[config.mk]
export PLATFORM = sky130hd
export DESIGN_NAME = aeir_top
export DESIGN_NICKNAME = d
export VERILOG_FILES = /design/src/hdl/aeir_top.v
export VERILOG_INCLUDE_DIRS = /design/src /design/src/shared
export SDC_FILE = /design/constraint.sdc
export NUM_CORES = 1
export LEC_CHECK = 0
export BUFFER_PORTS_ARGS = -buffer_cell sky130_fd_sc_hd__buf_2
export CAP_MARGIN = 5
export CORE_UTILIZATION = 30
export CTS_CLUSTER_DIAMETER = 80
export DETAILED_ROUTE_END_ITERATION = 6
export PLACE_DENSITY_LB_ADDON = 0.25
export SLEW_MARGIN = 20
export SYNTH_ARGS = -nofsm -noshare
export SYNTH_HDL_FRONTEND = slang
export SYNTH_SLANG_ARGS = --single-unit
[constraint.sdc]
create_clock -name clk_i -period 3.3 [get_ports clk_i]
set_input_delay 0.165 -clock clk_i [delete_from_list [all_inputs] [get_ports clk_i]]
set_output_delay 0.165 -clock clk_i [all_outputs]
set_load 0.05 [all_outputs]
[src/shared/aeir_regs.vh]
`ifndef AEIR_REGS_VH
`define AEIR_REGS_VH

// event flag registers, one word each, contiguous from this base
`define AEIR_EVT_BASE 12'h100
`define AEIR_OFS_STARTED 12'h100
`define AEIR_OFS_BUF_FILLED 12'h104
`define AEIR_OFS_TASK_DONE 12'h108
`define AEIR_OFS_RESULT_READY 12'h10c
`define AEIR_OFS_CAL_COMPLETE 12'h110
`define AEIR_OFS_CONV_HALTED 12'h114
`define AEIR_OFS_CH_UPPER 12'h118
`define AEIR_OFS_CH_LOWER 12'h11c
`define AEIR_CH_STRIDE 12'h008
`define AEIR_OFS_INT_MASK 12'h300
`define AEIR_OFS_INT_STATUS 12'h400

// event bit positions, shared by flags, mask and status
`define AEIR_BIT_STARTED 0
`define AEIR_BIT_BUF_FILLED 1
`define AEIR_BIT_TASK_DONE 2
`define AEIR_BIT_RESULT_READY 3
`define AEIR_BIT_CAL_COMPLETE 4
`define AEIR_BIT_CONV_HALTED 5
`define AEIR_BIT_CH_UPPER0 6
`define AEIR_BIT_CH_LOWER0 7

`define AEIR_NUM_EVENTS 22
`define AEIR_NUM_CH 8
`define AEIR_RESULT_W 16
`define AEIR_ADR_W 12

`define AEIR_RST_FLAGS 22'h000000
`define AEIR_RST_MASK 22'h000000

`endif

[src/hdl/aeir_top.v]
// Register access over Wishbone was decided locally.
`timescale 1ns/100ps
`default_nettype none
`include "aeir_regs.vh"

module aeir_top (
   input wire clk_i,
   input wire rst_i,
   // classic wishbone slave
   input wire wb_cyc_i,
   input wire wb_stb_i,
   input wire wb_we_i,
   input wire [31:0] wb_adr_i,
   input wire [3:0] wb_sel_i,
   input wire [31:0] wb_dat_i,
   output reg [31:0] wb_dat_o,
   output reg wb_ack_o,
   // one-cycle event pulses from converter logic on the same clock
   input wire started_evt_i,
   input wire buf_filled_evt_i,
   input wire task_done_evt_i,
   input wire result_ready_evt_i,
   input wire cal_complete_evt_i,
   input wire conv_halted_evt_i,
   // latest result with its channel, checked against that channel's limits
   input wire result_valid_i,
   input wire [2:0] result_ch_i,
   input wire [`AEIR_RESULT_W-1:0] result_i,
   input wire [`AEIR_NUM_CH*`AEIR_RESULT_W-1:0] high_limit_i,
   input wire [`AEIR_NUM_CH*`AEIR_RESULT_W-1:0] low_limit_i,
   output wire irq_o
);

   localparam NE = `AEIR_NUM_EVENTS;
   localparam RW = `AEIR_RESULT_W;
   // index value that marks "not an event word", sized for the 5-bit index
   localparam [4:0] NO_EVT = 5'h16;

   reg [NE-1:0] flag;
   reg [NE-1:0] mask;
   reg [NE-1:0] next_flag;
   reg [NE-1:0] next_mask;
   reg [31:0] next_rdata;
   wire [NE-1:0] evt_set;
   wire [`AEIR_NUM_CH-1:0] upper_hit;
   wire [`AEIR_NUM_CH-1:0] lower_hit;
   wire [`AEIR_ADR_W-1:0] adr;
   wire req;
   wire wr_now;
   wire [31:0] lane_mask;
   integer i;

   // returns the event index of an event word, or NE when not an event word
   function [4:0] evt_index;
      input [`AEIR_ADR_W-1:0] a;
      reg [`AEIR_ADR_W-1:0] d;
      begin
         d = a - `AEIR_EVT_BASE;
         if (a >= `AEIR_EVT_BASE && d[11:2] < NE && d[1:0] == 2'h0) begin
            evt_index = d[6:2];
         end else begin
            evt_index = NO_EVT;
         end
      end
   endfunction

   function [31:0] sel_to_mask;
      input [3:0] s;
      begin
         sel_to_mask = {{8{s[3]}}, {8{s[2]}}, {8{s[1]}}, {8{s[0]}}};
      end
   endfunction

   assign adr = wb_adr_i[`AEIR_ADR_W-1:0];
   assign req = wb_cyc_i & wb_stb_i;
   // writes land on the edge where the master samples ack, never earlier
   assign wr_now = req & wb_we_i & wb_ack_o;
   assign lane_mask = sel_to_mask(wb_sel_i);

   // signed compare: results below zero are legal in differential mode
   genvar g;
   generate
      for (g = 0; g < `AEIR_NUM_CH; g = g + 1) begin : g_limit
         assign upper_hit[g] = result_valid_i && (result_ch_i == g) &&
            ($signed(result_i) >= $signed(high_limit_i[g*RW +: RW]));
         assign lower_hit[g] = result_valid_i && (result_ch_i == g) &&
            ($signed(result_i) <= $signed(low_limit_i[g*RW +: RW]));
         assign evt_set[`AEIR_BIT_CH_UPPER0 + 2*g] = upper_hit[g];
         assign evt_set[`AEIR_BIT_CH_LOWER0 + 2*g] = lower_hit[g];
      end
   endgenerate

   assign evt_set[`AEIR_BIT_STARTED] = started_evt_i;
   assign evt_set[`AEIR_BIT_BUF_FILLED] = buf_filled_evt_i;
   assign evt_set[`AEIR_BIT_TASK_DONE] = task_done_evt_i;
   assign evt_set[`AEIR_BIT_RESULT_READY] = result_ready_evt_i;
   assign evt_set[`AEIR_BIT_CAL_COMPLETE] = cal_complete_evt_i;
   assign evt_set[`AEIR_BIT_CONV_HALTED] = conv_halted_evt_i;

   // flag update: software write first, hardware set last so it wins
   always @* begin
      next_flag = flag;
      if (wr_now) begin
         if (evt_index(adr) != NO_EVT && wb_sel_i[0]) begin
            next_flag[evt_index(adr)] = wb_dat_i[0];
         end
         if (adr == `AEIR_OFS_INT_STATUS) begin
            next_flag = flag & ~(wb_dat_i[NE-1:0] & lane_mask[NE-1:0]);
         end
      end
      for (i = 0; i < NE; i = i + 1) begin
         if (evt_set[i]) begin
            next_flag[i] = 1'b1;
         end
      end
   end

   always @* begin
      next_mask = mask;
      if (wr_now && adr == `AEIR_OFS_INT_MASK) begin
         next_mask = (mask & ~lane_mask[NE-1:0]) |
            (wb_dat_i[NE-1:0] & lane_mask[NE-1:0]);
      end
   end

   // reserved bits of every word read as zero; unmapped words read zero
   always @* begin
      next_rdata = 32'h00000000;
      if (evt_index(adr) != NO_EVT) begin
         next_rdata[0] = flag[evt_index(adr)];
      end else if (adr == `AEIR_OFS_INT_MASK) begin
         next_rdata[NE-1:0] = mask;
      end else if (adr == `AEIR_OFS_INT_STATUS) begin
         next_rdata[NE-1:0] = flag;
      end
   end

   always @(posedge clk_i) begin
      if (rst_i) begin
         flag <= `AEIR_RST_FLAGS;
         mask <= `AEIR_RST_MASK;
         wb_ack_o <= 1'b0;
         wb_dat_o <= 32'h00000000;
      end else begin
         flag <= next_flag;
         mask <= next_mask;
         // one wait state; ack drops the cycle after it is given
         wb_ack_o <= req & ~wb_ack_o;
         if (req & ~wb_ack_o & ~wb_we_i) begin
            wb_dat_o <= next_rdata;
         end
      end
   end

   // every mask bit gates the flag at the same position:
   // bit 0..3 started/filled/done/ready, 4 calibration, 5 halted, 6+ limits
   assign irq_o = |(flag & mask);

endmodule

`default_nettype wire

==> impl_metrics.toml <==
[outcome]
status = "completed"

[cts]
cts_buffers = 9
clkTransAtPathRegs_ps = 60
cts_tree = "done"
numClockSinks = 67
clk-insertion-delay-late_ps = 330
clock-root-buffer = "sky130_fd_sc_hd__clkbuf_16"
cts-htree-levels = 3
postCtsSetupRepairBufs = 0
postCtsResizedCells = 0
postCtsHoldBufs = 0
clockBufferDepth = 2

[yosys]
average_size_of_a_mapped_cell_um2 = 7.383
syn-cell-area_mm2 = 0.009990
synthFlopType = "sky130_fd_sc_hd__dfxtp_1"
post_synthesis_sequential_area_ratio_pct = 13.43
netlist-cell-type-count = 63
synth_seq_cells = 67
number_of_synthesized_flops_with_an_enable_pin = 0
ys.warnings.count = 0
synth-async-reset-ratio_pct = 0
synthesis.instances = 1353

[detailed_routing]
routed_via_density = 5.122
first_pass_iters = 5
drc_errors = 0
route.antenna.remaining_nets = 0
routedWlPerCell_um = 18.28
via_count = 11040
drtIter0Drc = 561
totalWireLength_mm = 39.40

[layout]
post_route_cells_drive_above_1_share_pct = 23.38
mostFrequentLayoutCell = "sky130_fd_sc_hd__buf_2"
areaGrowthSynthToFinish_pct = 26.88
fillCellCount = 3502
final_cell_mix = "sky130_fd_sc_hd__buf_2 (347), sky130_fd_sc_hd__inv_1 (261), sky130_fd_sc_hd__ha_1 (256)"
fin_nets = 2317

[worst_setup_path]
crit_path_capture_type = "flip-flop"
flop2flop_setup_slack_ps = 1250
rr_worst_depth = 8
r2r_end = "flag[16]$_SDFFE_PP0P_"
r2r-start = "wb_ack_o$_SDFF_PP0_"
critical_path_class = "input pin to flip-flop"
crit_path_max_fanout = 10
required_ps = 3510
timing.critical_path.arrival_ps = 2590
critical_path.startpoint_type = "input pin"

[global_routing]
grt_total_ovfl = 0
grt_pass1_vias = 10670
grt_util_all_layers_pct = 22.80
pin_count_of_the_biggest_net_entering_global_routing = 59
antenna_found_initial = 5
wire_length_of_the_first_global_routing_pass_mm = 58.75

[timing]
worst_slack_ps = 922.2
slew_headroom_pct = 46.62
layout_worst_path_cycle_share_pct = 72.05
fmax_mhz = 420.6
finalMaxSlewViolations = 0
tightest_slew_ps = 793.5
timing.setup.tns_ps = 0
timing.clock.skew_ps = 7.218
hold_viol = 0
final-setup-viol-count = 0
setup_repair_after_global_routing_missed_its_margin = "false"
layout_min_cycle_time_ps = 2378

[die]
design.portCount = 389
die_width_um = 184.5
floorplan.initialDensity_pct = 30.63
core_region_area_mm2 = 0.03262
die_area_mm2 = 0.03403
die_h_um = 184.5
rows = 66

[placement]
setup_slack_at_placement_ps = 593.4
detailedPlacementHpwl_mm = 32.82
port-buffer-count = 347
globalplace.congestion = 0.9100

[power_and_ir_drop]
leakage_nw = 6.863
vdd_drop_max_mv = 0.2081
power_density_mw_per_mm2 = 251.2

[job]
max_cap_violations = 0

[hold_path]
hold_path.startpoint = "wb_dat_i[5]"
worstHoldPathType = "input pin to flip-flop"
hold-path-cell-count = 3
## metrics by stage
stage / instance area, um2 / hold slack, ps / util [%] / power, W / instances
CTS: 12670 / 94.66 / 38.83 / 0.003200 / 2153
detailed placement: 12330 / 437.7 / 37.79 / 0.002079 / 2137
finish: 12670 / 100.3 / 38.86 / 0.003184 / 2156
global route: 12670 / 98.63 / 38.84 / 0.003397 / 2154
floorplan: 10020 / 294.5 / - / 0.001563 / 1362
global placement: 12330 / 438.0 / 37.79 / 0.002058 / 2137
## synthesized netlist by cell type, drive strengths merged (28+ instances only)
cell type | instances | area [um2]
nand4 | 36 | 225.2
clkbuf | 28 | 105.1
a21oi | 106 | 530.5
o211ai | 28 | 215.2
ha | 256 | 3203
nand2 | 83 | 311.6
a22oi | 40 | 300.3
inv | 261 | 979.7
nor2 | 94 | 352.8
dfxtp | 67 | 1341
o21ai | 52 | 260.3
a211oi | 34 | 255.2
nand3 | 36 | 180.2
## kinds of logic after synthesis
logic type	Yosys count	share of synthesized area [%]
fa+ha+maj	256	32.06
mux	11	1.240
other cells	1	0.03754
compound gates	359	23.63
buf+inv	302	11.81
flops	67	13.43
simple gates	357	17.79
## where the power goes
group	internal, W	switching (W)
Sequential	0.000836	0.0000293
Combinational	0.000502	0.000697
Clock	0.000741	0.000378
## metal layers
metal	track usage, %	part of all wire (%)	vias up
met2	40.12	48	389
met4	5.400	2.0	4
met1	28.90	44	5062
met5	0	0.079	-
met3	3.458	6.3	60
li1	-	-	5528
## worst max-delay path by stage
stage,start,endpoint,slack [ps],depth (start not counted)
finish,wb_adr_i[7],flag[18]$_SDFFE_PP0P_,920,8
global route,wb_adr_i[7],flag[5]$_SDFFE_PP0P_,790,8
CTS,wb_adr_i[7],flag[18]$_SDFFE_PP0P_,930,8
detailed placement,wb_adr_i[7],flag[18]$_SDFFE_PP0P_,590,8
global placement,wb_adr_i[7],flag[18]$_SDFFE_PP0P_,600,8
floorplan,wb_adr_i[7],flag[18]$_SDFFE_PP0P_,1040,8
## cell type report
type	count	area (um2)	area share, %
antenna	3	7.507	0.05923
clock inverter	6	112.6	0.8884
multi-input combinational	993	7512	59.27
clock buffer	10	229.0	1.807
inverter	261	979.7	7.729
tap	442	553.0	4.363
timing repair buffer	374	1939	15.30
sequential	67	1341	10.58
## worst max-delay path, cell delays in order
cell and delay [ps]:
sky130_fd_sc_hd__buf_2 90, sky130_fd_sc_hd__or4_1 760, sky130_fd_sc_hd__nor4_4 440, sky130_fd_sc_hd__buf_4 220, sky130_fd_sc_hd__and2_1 250, sky130_fd_sc_hd__a22oi_1 100
sky130_fd_sc_hd__o211a_1 210, sky130_fd_sc_hd__or3_1 330
No activity file was read; power rests on OpenSTA's default activity.
